File: src/design/hbc_params.svh
// constants for the bridge output control block
`ifndef HBC_PARAMS_SVH
`define HBC_PARAMS_SVH
// ----------------------------------------------------------------
// register map
// ----------------------------------------------------------------
`define HBC_CTRL_OFS    4'h0
`define HBC_STATUS_OFS  4'h4
`define HBC_CLEAR_OFS   4'h8
// ----------------------------------------------------------------
// control register fields
// ----------------------------------------------------------------
`define HBC_C_HBR       0
`define HBC_C_SERIAL    1
`define HBC_C_VIN_A     2
`define HBC_C_VIN_B     3
`define HBC_C_GATE_OFF  4
`define HBC_C_OLCHK     5
`define HBC_C_IDLE      6
`define HBC_C_SLEW_LO   8
`define HBC_C_CURRENT_LIMIT_LEVEL_LO   12
`define HBC_CTRL_RST    32'h0000_1461
// ----------------------------------------------------------------
// status register fields
// ----------------------------------------------------------------
`define HBC_S_OT        0
`define HBC_S_OC        1
`define HBC_S_SCG_A     2
`define HBC_S_SCG_B     3
`define HBC_S_SCP_A     4
`define HBC_S_SCP_B     5
`define HBC_S_OV        6
`define HBC_S_UV        7
`define HBC_S_OL        8
`define HBC_S_TW        9
`define HBC_S_OLBUSY    10
`define HBC_S_REG_LO    11
// ----------------------------------------------------------------
// timing
// ----------------------------------------------------------------
`define HBC_CLK_NS      8
`define HBC_BLANK_NS    32000
`define HBC_BLANK_L_NS  256000
`define HBC_DISCH_NS    10000
`define HBC_OLFILT_NS   10000
`define HBC_BLANK_CYC   ((`HBC_BLANK_NS + `HBC_CLK_NS - 1) / `HBC_CLK_NS)
`define HBC_BLANK_L_CYC ((`HBC_BLANK_L_NS + `HBC_CLK_NS - 1) / `HBC_CLK_NS)
`define HBC_DISCH_CYC   ((`HBC_DISCH_NS + `HBC_CLK_NS - 1) / `HBC_CLK_NS)
`define HBC_OLFILT_CYC  ((`HBC_OLFILT_NS + `HBC_CLK_NS - 1) / `HBC_CLK_NS)
`endif

File: src/design/hbc_pkg.sv
// types for the bridge output control block
package hbc_pkg;
  // current limit regulation, gray along blank, decay, hold
  typedef enum logic [1:0] {
    HBC_REG_IDLE  = 2'b00,
    HBC_REG_BLANK = 2'b01,
    HBC_REG_DECAY = 2'b11,
    HBC_REG_HOLD  = 2'b10
  } hbc_reg_t;
  // standby open-load check
  typedef enum logic [1:0] {
    HBC_OL_IDLE  = 2'b00,
    HBC_OL_DISCH = 2'b01,
    HBC_OL_PULL  = 2'b11
  } hbc_ol_t;
  typedef struct packed {
    logic [31:0] ctrl;
    logic [9:0]  flags;
    logic        ack;
    logic [31:0] dat;
    hbc_reg_t    reg_st;
    logic [17:0] reg_cnt;
    logic [17:0] decay;
    hbc_ol_t     ol_st;
    logic [17:0] ol_cnt;
    logic        pwm_eff;
    logic        win_seen;
    logic        ol_act;
    logic        ol_low_power_idle_mode;
    logic        idle_q;
    logic        chk_q;
    logic        hs_a;
    logic        ls_a;
    logic        hs_b;
    logic        ls_b;
    logic        pull_a;
    logic [2:0]  slew;
    logic [1:0]  current_limit_level;
  } hbc_state_t;
endpackage

File: src/design/hbc_bridge_ctrl.sv
// bridge output control: input mapping, fault priority, current limit, open load
//
// Design decisions made here: register access over Wishbone and the register offsets.
`include "hbc_params.svh"
module hbc_bridge_ctrl
  import hbc_pkg::*;
#(
  parameter int BLANK_CYC   = `HBC_BLANK_CYC,
  parameter int BLANK_L_CYC = `HBC_BLANK_L_CYC,
  parameter int DISCH_CYC   = `HBC_DISCH_CYC,
  parameter int OLFILT_CYC  = `HBC_OLFILT_CYC
) (
  // clock and reset
  input  wire logic        clk_i,
  input  wire logic        rst_i,
  // wishbone slave
  input  wire logic        wb_cyc_i,
  input  wire logic        wb_stb_i,
  input  wire logic        wb_we_i,
  input  wire logic [3:0]  wb_adr_i,
  input  wire logic [3:0]  wb_sel_i,
  input  wire logic [31:0] wb_dat_i,
  output logic      [31:0] wb_dat_o,
  output logic             wb_ack_o,
  // control pins
  input  wire logic        first_control_input_i,
  input  wire logic        second_control_input_i,
  input  wire logic        active_low_output_enable_pin_n_i,
  input  wire logic        output_shutoff_pin_i,
  // analog comparators, already filtered
  input  wire logic        current_limit_level_i,
  input  wire logic        overheat_i,
  input  wire logic        temp_warning_level_i,
  input  wire logic        ground_short_out_a_i,
  input  wire logic        ground_short_out_b_i,
  input  wire logic        supply_short_out_a_i,
  input  wire logic        supply_short_out_b_i,
  input  wire logic        supply_high_i,
  input  wire logic        supply_low_i,
  input  wire logic        out_a_above_ol_i,
  input  wire logic        flyback_overshoot_threshold_i,
  // gate drives and analog settings
  output logic             high_side_a_o,
  output logic             low_side_a_o,
  output logic             high_side_b_o,
  output logic             low_side_b_o,
  output logic             pull_up_a_o,
  output logic      [2:0]  slew_select_field_o,
  output logic      [1:0]  current_limit_sel_o
);
  hbc_state_t r;
  hbc_state_t next_r;

  logic hbr, idle, in_a, in_b, gate_off, acc, wr, do_clear;
  logic ot, scga, scgb, scpa, scpb, sc_a, sc_b;
  logic [9:0] set_f;
  logic [31:0] clr_mask, wmask;
  logic hs_a, ls_a, hs_b, ls_b, pull_a;

  always_comb begin
    next_r   = r;
    hbr      = r.ctrl[`HBC_C_HBR];
    idle     = r.ctrl[`HBC_C_IDLE];
    gate_off = r.ctrl[`HBC_C_GATE_OFF];
    // ----------------------------------------------------------------
    // input source
    // ----------------------------------------------------------------
    in_a = r.ctrl[`HBC_C_SERIAL] ? r.ctrl[`HBC_C_VIN_A] : first_control_input_i;
    in_b = r.ctrl[`HBC_C_SERIAL] ? r.ctrl[`HBC_C_VIN_B] : second_control_input_i;
    // ----------------------------------------------------------------
    // wishbone slave, one wait state
    // ----------------------------------------------------------------
    acc      = wb_cyc_i && wb_stb_i && !r.ack;
    wr       = acc && wb_we_i;
    next_r.ack = acc;
    wmask    = {{8{wb_sel_i[3]}}, {8{wb_sel_i[2]}}, {8{wb_sel_i[1]}}, {8{wb_sel_i[0]}}};
    do_clear = wr && (wb_adr_i == `HBC_CLEAR_OFS);
    clr_mask = do_clear ? (wb_dat_i & wmask) : 32'h0000_0000;
    if (wr && wb_adr_i == `HBC_CTRL_OFS) begin
      next_r.ctrl = (r.ctrl & ~wmask) | (wb_dat_i & wmask & 32'h0000_377f);
    end
    next_r.dat = 32'h0000_0000;
    if (acc && !wb_we_i) begin
      case (wb_adr_i)
        `HBC_CTRL_OFS:   next_r.dat = r.ctrl;
        `HBC_STATUS_OFS: next_r.dat = {19'h0, r.reg_st, r.ol_st != HBC_OL_IDLE,
                                       temp_warning_level_i, r.flags[8:0]};
        default:         next_r.dat = 32'h0000_0000;
      endcase
    end
    next_r.slew = r.ctrl[`HBC_C_SLEW_LO +: 3];
    next_r.current_limit_level = r.ctrl[`HBC_C_CURRENT_LIMIT_LEVEL_LO +: 2];
    // ----------------------------------------------------------------
    // fault flags: sticky, set wins over clear
    // ----------------------------------------------------------------
    set_f = '0;
    set_f[`HBC_S_OT]    = overheat_i;
    set_f[`HBC_S_SCG_A] = ground_short_out_a_i;
    set_f[`HBC_S_SCG_B] = ground_short_out_b_i;
    set_f[`HBC_S_SCP_A] = supply_short_out_a_i;
    set_f[`HBC_S_SCP_B] = supply_short_out_b_i;
    set_f[`HBC_S_OV]    = supply_high_i;
    set_f[`HBC_S_UV]    = supply_low_i;
    ot   = r.flags[`HBC_S_OT];
    scga = r.flags[`HBC_S_SCG_A];
    scgb = r.flags[`HBC_S_SCG_B];
    scpa = r.flags[`HBC_S_SCP_A];
    scpb = r.flags[`HBC_S_SCP_B];
    sc_a = scga || scpa;
    sc_b = scgb || scpb;
    // ----------------------------------------------------------------
    // current limit regulation, H-bridge only
    // ----------------------------------------------------------------
    // a turn-on edge is held back while current is above the limit
    next_r.pwm_eff = in_b && (r.pwm_eff || !current_limit_level_i);
    case (r.reg_st)
      HBC_REG_IDLE: begin
        if (current_limit_level_i && r.pwm_eff && hbr && !idle) begin
          next_r.reg_st  = HBC_REG_BLANK;
          set_f[`HBC_S_OC] = 1'b1;
          next_r.reg_cnt = temp_warning_level_i ? 18'(BLANK_L_CYC - 1)
                                                : 18'(BLANK_CYC - 1);
        end
      end
      HBC_REG_BLANK: begin
        if (r.reg_cnt == '0) begin
          next_r.reg_st = HBC_REG_DECAY;
          next_r.decay  = '0;
        end else begin
          next_r.reg_cnt = r.reg_cnt - 18'd1;
        end
      end
      HBC_REG_DECAY: begin
        if (!current_limit_level_i) begin
          next_r.reg_st  = HBC_REG_HOLD;
          next_r.reg_cnt = r.decay;
        end else if (r.decay != '1) begin
          next_r.decay = r.decay + 18'd1;
        end
      end
      HBC_REG_HOLD: begin
        if (r.reg_cnt == '0) begin
          next_r.reg_st = HBC_REG_IDLE;
        end else begin
          next_r.reg_cnt = r.reg_cnt - 18'd1;
        end
      end
      default: next_r.reg_st = HBC_REG_IDLE;
    endcase
    if (!in_b || !hbr || idle) begin
      next_r.reg_st = HBC_REG_IDLE;
    end
    // ----------------------------------------------------------------
    // standby open-load check
    // ----------------------------------------------------------------
    next_r.idle_q = idle;
    next_r.chk_q  = r.ctrl[`HBC_C_OLCHK];
    // one-cycle result pulse, so a later clear of the flag sticks
    next_r.ol_low_power_idle_mode = 1'b0;
    case (r.ol_st)
      HBC_OL_IDLE: begin
        if (hbr && r.ctrl[`HBC_C_OLCHK] &&
            ((r.idle_q && !idle) || (idle && !r.chk_q))) begin
          next_r.ol_st  = HBC_OL_DISCH;
          next_r.ol_cnt = 18'(DISCH_CYC - 1);
        end
      end
      HBC_OL_DISCH: begin
        if (r.ol_cnt == '0) begin
          next_r.ol_st  = HBC_OL_PULL;
          next_r.ol_cnt = 18'(OLFILT_CYC - 1);
        end else begin
          next_r.ol_cnt = r.ol_cnt - 18'd1;
        end
      end
      HBC_OL_PULL: begin
        if (r.ol_cnt == '0) begin
          next_r.ol_low_power_idle_mode = out_a_above_ol_i;
          next_r.ol_st   = HBC_OL_IDLE;
        end else begin
          next_r.ol_cnt = r.ol_cnt - 18'd1;
        end
      end
      default: next_r.ol_st = HBC_OL_IDLE;
    endcase
    if (!hbr || sc_a || sc_b) begin
      next_r.ol_st = HBC_OL_IDLE;
    end
    // ----------------------------------------------------------------
    // active open load: window is the PWM on phase
    // ----------------------------------------------------------------
    if (r.pwm_eff && flyback_overshoot_threshold_i) begin
      next_r.win_seen = 1'b1;
    end
    if (r.pwm_eff && !next_r.pwm_eff) begin
      next_r.ol_act   = !(r.win_seen || flyback_overshoot_threshold_i);
      next_r.win_seen = 1'b0;
    end
    if (idle || !hbr) begin
      next_r.ol_act   = 1'b0;
      next_r.win_seen = 1'b0;
    end
    set_f[`HBC_S_OL] = r.ol_low_power_idle_mode || r.ol_act;
    next_r.flags = (r.flags & ~clr_mask[9:0]) | set_f;
    // ----------------------------------------------------------------
    // commanded output, then priority overrides
    // ----------------------------------------------------------------
    hs_a   = 1'b0;
    ls_a   = 1'b0;
    hs_b   = 1'b0;
    ls_b   = 1'b0;
    pull_a = 1'b0;
    if (hbr) begin
      // PWM off recirculates through both low sides
      hs_a = r.pwm_eff && in_a;
      ls_a = !(r.pwm_eff && in_a);
      hs_b = r.pwm_eff && !in_a;
      ls_b = !(r.pwm_eff && !in_a);
      if (r.reg_st == HBC_REG_DECAY || r.reg_st == HBC_REG_HOLD) begin
        {hs_a, ls_a, hs_b, ls_b} = 4'b1010;
      end
      if (idle) begin
        {hs_a, ls_a, hs_b, ls_b} = 4'b0000;
      end
      if (r.ol_st == HBC_OL_DISCH) begin
        {hs_a, ls_a, hs_b, ls_b} = 4'b0101;
      end
      if (r.ol_st == HBC_OL_PULL) begin
        {hs_a, ls_a, hs_b, ls_b} = 4'b0001;
        pull_a = 1'b1;
      end
      if (scpa || scpb) begin
        {hs_a, ls_a, hs_b, ls_b} = 4'b0000;
        pull_a = 1'b0;
      end
      if (supply_high_i && !idle) begin
        {hs_a, ls_a, hs_b, ls_b} = 4'b1010;
        pull_a = 1'b0;
      end
      if (ot || scga || scgb || supply_low_i || gate_off ||
          !active_low_output_enable_pin_n_i || output_shutoff_pin_i) begin
        {hs_a, ls_a, hs_b, ls_b} = 4'b0000;
        pull_a = 1'b0;
      end
    end else if (!idle) begin
      hs_a = in_a;
      ls_a = !in_a;
      hs_b = in_b;
      ls_b = !in_b;
      if (sc_a) begin
        {hs_a, ls_a} = 2'b00;
      end
      if (sc_b) begin
        {hs_b, ls_b} = 2'b00;
      end
      if (ot || gate_off || supply_low_i ||
          !active_low_output_enable_pin_n_i || output_shutoff_pin_i) begin
        {hs_a, ls_a, hs_b, ls_b} = 4'b0000;
      end
    end
    next_r.hs_a   = hs_a;
    next_r.ls_a   = ls_a && !hs_a;
    next_r.hs_b   = hs_b;
    next_r.ls_b   = ls_b && !hs_b;
    next_r.pull_a = pull_a;
  end

  always_ff @(posedge clk_i) begin
    if (rst_i) begin
      r         <= '0;
      r.ctrl    <= `HBC_CTRL_RST;
      r.idle_q  <= 1'b1;
      // matches the check bit in the reset value: no check starts on reset
      r.chk_q   <= 1'b1;
      r.slew    <= 3'h4;
      r.current_limit_level    <= 2'h1;
    end else begin
      r <= next_r;
    end
  end

  // ----------------------------------------------------------------
  // outputs
  // ----------------------------------------------------------------
  assign wb_dat_o            = r.dat;
  assign wb_ack_o            = r.ack;
  assign high_side_a_o       = r.hs_a;
  assign low_side_a_o        = r.ls_a;
  assign high_side_b_o       = r.hs_b;
  assign low_side_b_o        = r.ls_b;
  assign pull_up_a_o         = r.pull_a;
  assign slew_select_field_o = r.slew;
  assign current_limit_sel_o = r.current_limit_level;
endmodule

File: config.mk
export PLATFORM = sky130hd
export DESIGN_NAME = hbc_bridge_ctrl
export DESIGN_NICKNAME = d
export VERILOG_FILES = /design/src/design/hbc_pkg.sv /design/src/design/hbc_bridge_ctrl.sv
export VERILOG_INCLUDE_DIRS = /design/src /design/src/design
export SDC_FILE = /design/constraint.sdc
export NUM_CORES = 1
export LEC_CHECK = 0
export BUFFER_PORTS_ARGS = -buffer_cell sky130_fd_sc_hd__buf_4
export CELL_PAD_IN_SITES_DETAIL_PLACEMENT = 1
export CELL_PAD_IN_SITES_GLOBAL_PLACEMENT = 1
export CORE_MARGIN = 8
export CORE_UTILIZATION = 36
export DETAILED_ROUTE_END_ITERATION = 10
export PLACE_DENSITY_LB_ADDON = 0.25
export SLEW_MARGIN = 20
export SYNTH_ARGS = -nofsm -noshare
export SYNTH_HDL_FRONTEND = slang
export SYNTH_SLANG_ARGS = --single-unit
File: constraint.sdc
create_clock -name clk_i -period 2 [get_ports clk_i]
set_clock_uncertainty 0.05 [all_clocks]
set_input_delay 0.4 -clock clk_i [delete_from_list [all_inputs] [get_ports clk_i]]
set_output_delay 0.4 -clock clk_i [all_outputs]
set_load 0.05 [all_outputs]
; After elaboration in Yosys (flattened, before gate mapping)
; Cells that the tools add are included.
[classes]
n_addsub = 3
mul = 0
div = 0
order_cmp = 0
n_eq_ne = 18
shift = 0
n_mux = 69
bitwise = 11
reduce_logical = 79
[ops]
columns = operator, count
row1 = 18-bit two-way mux, 6
row2 = 20-bit one-hot mux with 4 select lines, 1
row3 = 32-bit one-hot mux with 2 select lines, 1
row4 = 20-bit two-way mux, 3
row5 = 18-bit one-hot mux with 3 select lines, 1
row6 = 1-bit two-way mux, 49
row7 = 18-bit zero test, 2
row8 = 18-bit one-hot mux with 2 select lines, 1
row9 = 18-bit by 1-bit subtractor with 18-bit output (second input constant), 2
row10 = 32-bit bitwise AND, 1
row11 = 32-bit inverter, 1
row12 = 32-bit by 14-bit OR with 32-bit output, 1
row13 = 1-bit logical OR, 23
row14 = 1-bit logical AND, 21
row15 = 2-bit inequality test (second input constant), 10
row16 = 18-bit by 1-bit adder with 18-bit output (second input constant), 1
row17 = 18-bit inequality test (second input constant), 1
row18 = 1-bit zero test, 15
row19 = 15-bit two-way mux, 1
row20 = 14-bit bitwise AND, 1
row21 = 10-bit bitwise AND, 1
row22 = 10-bit two-way mux, 1
row23 = 10-bit inverter, 1
row24 = 10-bit by 9-bit OR with 10-bit output, 1
row25 = other kinds (17), 34
[word_totals]
regBits = 149
latchBits = 0
ramBits = 0
rom_bits = 0
input_bits = 60
output_inout_bits = 43
memories = 0

; Depth between registers and ports, before layout
[depth]
ltp_word = 13
depth_mapped = 9

; Worst setup path after synthesis
; OpenSTA, ideal clock, no wires.
[synth_timing]
path_type = register to register
startpoint = register r[54] (netlist name)
endpoint = register r[47] (netlist name)
t_arrival_ns = 1.979
setup_slack_ns = -0.101
stages_incl_launch_ff = 10
period_less_slack_ns = 2.101
path_cell_list = dfxtp_1 inv_1 ha_1 nor4b_1 and2_1 buf_2 a31oi_4 buf_6 nor4_1 mux2i_1
[synth_between]
elab_chain_len = 3
[synth_lines]
columns = element, line_no
row1 = from (decl), hbc_bridge_ctrl.sv:51  ; hbc_state_t r;
row2 = from (signal assigned), hbc_bridge_ctrl.sv:278  ; r <= next_r;
row3 = 18-bit zero test, hbc_bridge_ctrl.sv:126  ; if (r.reg_cnt == '0) begin
row4 = 2-bit inequality test (no source line), --
row5 = 4-bit AND reduction (no source line), --
; No other way between the ends.
; A chain may end at the register's enable or synchronous reset.

; Worst setup path after layout
[layout_timing]
startpoint = register r[55] (netlist name)
endpoint = register r[42] (netlist name)
; Same word-level chain as after synthesis.

==> out/qor_table.md <==
| Step | Result | Value |
|:---|:---|:---|
| logic synthesis | Cell type with the highest aggregate area in the netlist | sky130_fd_sc_hd__dfxtp_1 |
| logic synthesis | Mapped Nets | 849 |
| setup path | Critical path's slowest cell | sky130_fd_sc_hd__or3_1 |
| placed design | Routability Congestion | 0.841 |
| logic synthesis | Async SR Flop Fraction | 0% |
| floorplan | Die outline area | 23,400 sq um |
| drt | Routed Antenna Nets | 0 |
| logic synthesis | Fraction of the yosys area taken by sequential cells | 43.8% |
| drt | Avg WL per Cell | 19.3 um |
| floorplan | Effective utilization at floorplan | 36.4% |
| setup path | Maximum net fanout on the critical path | 5 |
| logic synthesis | Synthesized flop and latch total | 148 |
| drt | DR iter-0 viols | 386 |
| global route | Number of global-route vias before repair | 6,799 |
| sta | Number of failing hold endpoints at the final stage | 0 |
| logic synthesis | Post-synth EDFFs | 0 |
| floorplan | Core footprint | 18,600 sq um |
| clock network | H-tree level count | 4 |
| clock network | Worst-skew pair later-pin latency | 0.43 ns |
| clock network | Register clock-pin slew on the reported worst setup and hold paths | 0.07 ns |
| global route | First-pass GRT wire length | 35,500 um |
| run status | Violated checks | setup timing |
| logic synthesis | Count of different cell masters after synthesis | 68 |
| sta | Slew at the pin closest to its max-slew limit | 0.580 ns |
| floorplan | IO Pins | 103 |
| setup path | Data arrival time of the critical path | 2.32 ns |
| worst hold path | Class of the tightest hold or removal check | input pin to flop |
| drt | Detailed Routing Iterations Pass 1 | 4 |
| drt | Total via count in the routed design | 6,500 |
| setup path | Max stage delay on crit path | 0.36 ns |
| sta | Tcrit/Tclk final | 101% |
| drt | Residual DRC | 0 |
| clock network | Root Buffer | sky130_fd_sc_hd__clkbuf_16 |
| layout | # diodes | 0 |
| layout | Fraction of layout instances using a drive strength above 1 | 35.6% |
| sta | Unrepaired setup endpoints after global routing | yes |
| sta | Maximum operating frequency | 497 MHz |
| placed design | HPWL Detailed | 15,500 um |
| setup path | WS Path Type | flop to flop |
| logic synthesis | Most instantiated flip-flop cell in the synthesis netlist | sky130_fd_sc_hd__dfxtp_1 |
| setup path | Data required time at the worst endpoint | 2.31 ns |
| drt | Via density | 5.52 |
| clock network | TritonCTS clock tree | yes |
| power and ir drop | Largest vdd supply drop | 0.000622 V |
| floorplan | DIE HEIGHT | 153 um |
| global route | Number of antenna violations at the first check in global routing | 0 |
| global route | Global Route Usage Sum | 18.5% |
| sta | Setup violations, final | 3 |
| placed design | Number of input and output port buffers inserted | 83 |
| layout | Area growth from synthesis to layout | 36.6% |
| logic synthesis | Largest cells by area after synthesis | sky130_fd_sc_hd__dfxtp_1, sky130_fd_sc_hd__a21oi_1, sky130_fd_sc_hd__buf_4, sky130_fd_sc_hd__and2_1, sky130_fd_sc_hd__nand2_1 |
| power and ir drop | Leakage power total | 0.00364 uW |
| global route | Maximum number of pins on one net before global-route repair | 32 |
| sta | Final worst path period need | 2.01 ns |
| setup path | Launch point of the worst reg-to-reg path | r[55]$_SDFFE_PP0P_ |
| worst hold path | Hold Crit Depth | 3 |
| clock network | Maximum buffer depth of the clock tree | 2 |
| sta | Crit path setup slack, layout | -0.0117 ns |
| worst hold path | Launch instance of the worst min-delay path | overheat_i |
| power and ir drop | Overall power of the completed layout | 6430 uW |
| layout | Net count, final | 994 |
| logic synthesis | Cells after Synth | 785 |
| layout | Non-filler cells, final | 1,177 |
| floorplan | Die span in x | 153 um |
| setup path | Category of the worst setup path launch point | flop |
| logic synthesis | Share of Yosys cell area claimed by the top area cell type | 43.8% |
| global route | Global-route congestion overflow total | 0 |
| floorplan | Rows | 50 |
| setup path | Crit-path cells | inv_2 -> ha_2 -> nor4b_4 -> and2_4 -> a31oi_4 -> buf_6 -> or3_1 -> a21oi_2 |
| run status | Result of the run | finished, violations left |
| logic synthesis | Cell area after synthesis | 6770 sq um |
| drt | Routed wire length | 22,700 um |
| setup path | Kind of end point of the critical path | flop |
| placed design | Number of instances in the placed design | 1,117 |
| logic synthesis | Count of synthesis-stage warnings from yosys | 0 |
| clock network | Count of clock tree sinks | 148 |
| logic synthesis | Post-synthesis average cell area | 8.62 sq um |
| sta | Count of final max-slew check failures | 0 |
| sta | Slew Limit Headroom | 61.2% |
| power and ir drop | Power density normalized to cell area | 696 nW/um^2 |
| run | Number of violations of the max-capacitance limit | 0 |
| clock network | Cts-stage hold buffer count | 0 |
| setup path | Startpoint of the most critical setup path | r[55]$_SDFFE_PP0P_ |
| setup path | Worst Reg2Reg Path Length in Cells | 8 |
| clock network | Inserted Clock Buffers | 17 |
## sequential cells by signal, indices dropped and copies added (netlist names), 2 cells and up, named ones only
| name | count |
|---|---|
| slew_select_field_o | 3 |
| r | 92 |
| wb_dat_o | 32 |
| current_limit_sel_o | 2 |
## worst max-delay path: cells and delay by family, from the launching register on
| kind | cells | cell delay, ns |
|---|---|---|
| buffers and inverters | 2 | 0.24 |
| flip-flops | 1 | 0.33 |
| AND/OR/NAND/NOR | 3 | 0.86 |
| adder cells (fa/ha/maj) | 1 | 0.20 |
| AO/OA/AOI/OAI | 2 | 0.28 |
## synth_stat cells (5+ instances only)
library cell / instances
sky130_fd_sc_hd__dfxtp_1: 148
sky130_fd_sc_hd__nand2_1: 67
sky130_fd_sc_hd__nor2_1: 61
sky130_fd_sc_hd__a21oi_1: 58
sky130_fd_sc_hd__and2_1: 45
sky130_fd_sc_hd__buf_4: 38
sky130_fd_sc_hd__nand3_1: 37
sky130_fd_sc_hd__o21ai_0: 32
sky130_fd_sc_hd__clkbuf_1: 30
sky130_fd_sc_hd__nor4_1: 17
sky130_fd_sc_hd__or3_1: 17
sky130_fd_sc_hd__a22oi_1: 16
sky130_fd_sc_hd__nor3_1: 16
sky130_fd_sc_hd__or4_1: 16
sky130_fd_sc_hd__inv_1: 12
sky130_fd_sc_hd__nand2b_1: 12
sky130_fd_sc_hd__o31ai_1: 11
sky130_fd_sc_hd__buf_2: 10
sky130_fd_sc_hd__mux2i_1: 10
sky130_fd_sc_hd__nand4_1: 9
sky130_fd_sc_hd__nor2b_1: 7
sky130_fd_sc_hd__a211oi_1: 6
sky130_fd_sc_hd__a31oi_1: 6
sky130_fd_sc_hd__xnor2_1: 6
sky130_fd_sc_hd__and3_1: 5
sky130_fd_sc_hd__and4_1: 5
sky130_fd_sc_hd__nand3b_1: 5
sky130_fd_sc_hd__o211ai_1: 5
sky130_fd_sc_hd__or2_2: 5
## layer usage
layer	vias to the layer above	global-route usage, %	share of wire (%)
met5	-	0	0
met2	129	31.8	50
li1	3098	-	-
met3	34	4.60	4.2
met4	0	6.41	1.7
met1	3239	22.1	44
## what timing repair did
action / in CTS / in global routing
setup endpoints to repair: 39 / 46
setup buffers: 8 / 17
cloned: 2 / 1
resized for setup: 40 / 79
pin swaps: 15 / 30
## where the power goes
group	internal, uW	switching (uW)
Clock	1750	1380
Sequential	2960	18.9
Combinational	144	178
Total	4860	1580
## kinds of logic after synthesis
family | Yosys count | share of synthesized area (%)
and+or+nand+nor | 343 | 27.7
AOI/OAI and AO/OA | 179 | 17.5
buffers and inverters | 92 | 7.51
muxes | 13 | 1.98
DFF | 148 | 43.8
adders and majority gates | 4 | 0.740
xor gates and xnor gates | 6 | 0.777
## layout by cell type, fill, tap and decap left out, types with 7 or more instances in the layout
| master | synthesis | layout |
|---|---|---|
| sky130_fd_sc_hd__nor4_2 | 0 | 8 |
| sky130_fd_sc_hd__a21oi_2 | 0 | 11 |
| sky130_fd_sc_hd__buf_6 | 1 | 8 |
| sky130_fd_sc_hd__nand2b_1 | 12 | 12 |
| sky130_fd_sc_hd__o21ai_0 | 32 | 27 |
| sky130_fd_sc_hd__nor3_1 | 16 | 15 |
| sky130_fd_sc_hd__or4_4 | 0 | 9 |
| sky130_fd_sc_hd__clkbuf_16 | 0 | 17 |
| sky130_fd_sc_hd__dfxtp_1 | 148 | 137 |
| sky130_fd_sc_hd__o31ai_1 | 11 | 7 |
| sky130_fd_sc_hd__a21oi_1 | 58 | 46 |
| sky130_fd_sc_hd__dfxtp_2 | 0 | 10 |
| sky130_fd_sc_hd__inv_1 | 12 | 11 |
| sky130_fd_sc_hd__and2_1 | 45 | 43 |
| sky130_fd_sc_hd__nand3_1 | 37 | 34 |
| sky130_fd_sc_hd__nand2_1 | 67 | 65 |
| sky130_fd_sc_hd__nand4_1 | 9 | 9 |
| sky130_fd_sc_hd__nor2_1 | 61 | 60 |
| sky130_fd_sc_hd__or3_1 | 17 | 13 |
| sky130_fd_sc_hd__buf_4 | 38 | 193 |
| sky130_fd_sc_hd__a22oi_1 | 16 | 16 |
| sky130_fd_sc_hd__or4_1 | 16 | 7 |
| sky130_fd_sc_hd__mux2i_1 | 10 | 10 |
## final timing paths
path / slack, ns / end
worst max-delay path: -0.01 / r[42]$_SDFFE_PP0P_
worst min-delay path: 0.13 / ot$_SDFF_PP0_
worst max register to register: -0.01 / r[42]$_SDFFE_PP0P_
worst min register to register: 0.40 / wb_dat_o[30]$_SDFF_PP0_
## per-stage QoR
stage / setup TNS (ns) / util [%] / setup WS, ns / hold WS [ns] / area [sq um]
2_1_floorplan: -0.00739 / - / -0.00186 / 0.371 / 6770
3_3_place_gp: -1.50 / 42.9 / -0.172 / 0.380 / 7960
3_5_place_dp: -3.69 / 42.9 / -0.243 / 0.385 / 7960
4_1_cts: -0.0497 / 47.3 / -0.0203 / 0.118 / 8790
5_1_grt: -1.11 / 49.8 / -0.0875 / 0.113 / 9250
6_report: -0.0227 / 49.8 / -0.0117 / 0.130 / 9250
## final cells by class
cell class	instances	area [sq um]
Fill cell	2117	9340
Multi-Input combinational cell	547	3760
Sequential cell	148	2980
Timing Repair Buffer	204	1590
Clock buffer	17	425
Tap cell	234	293
Clock inverter	15	145
Inverter	12	45.0
Power figures use the tool's default switching activity.
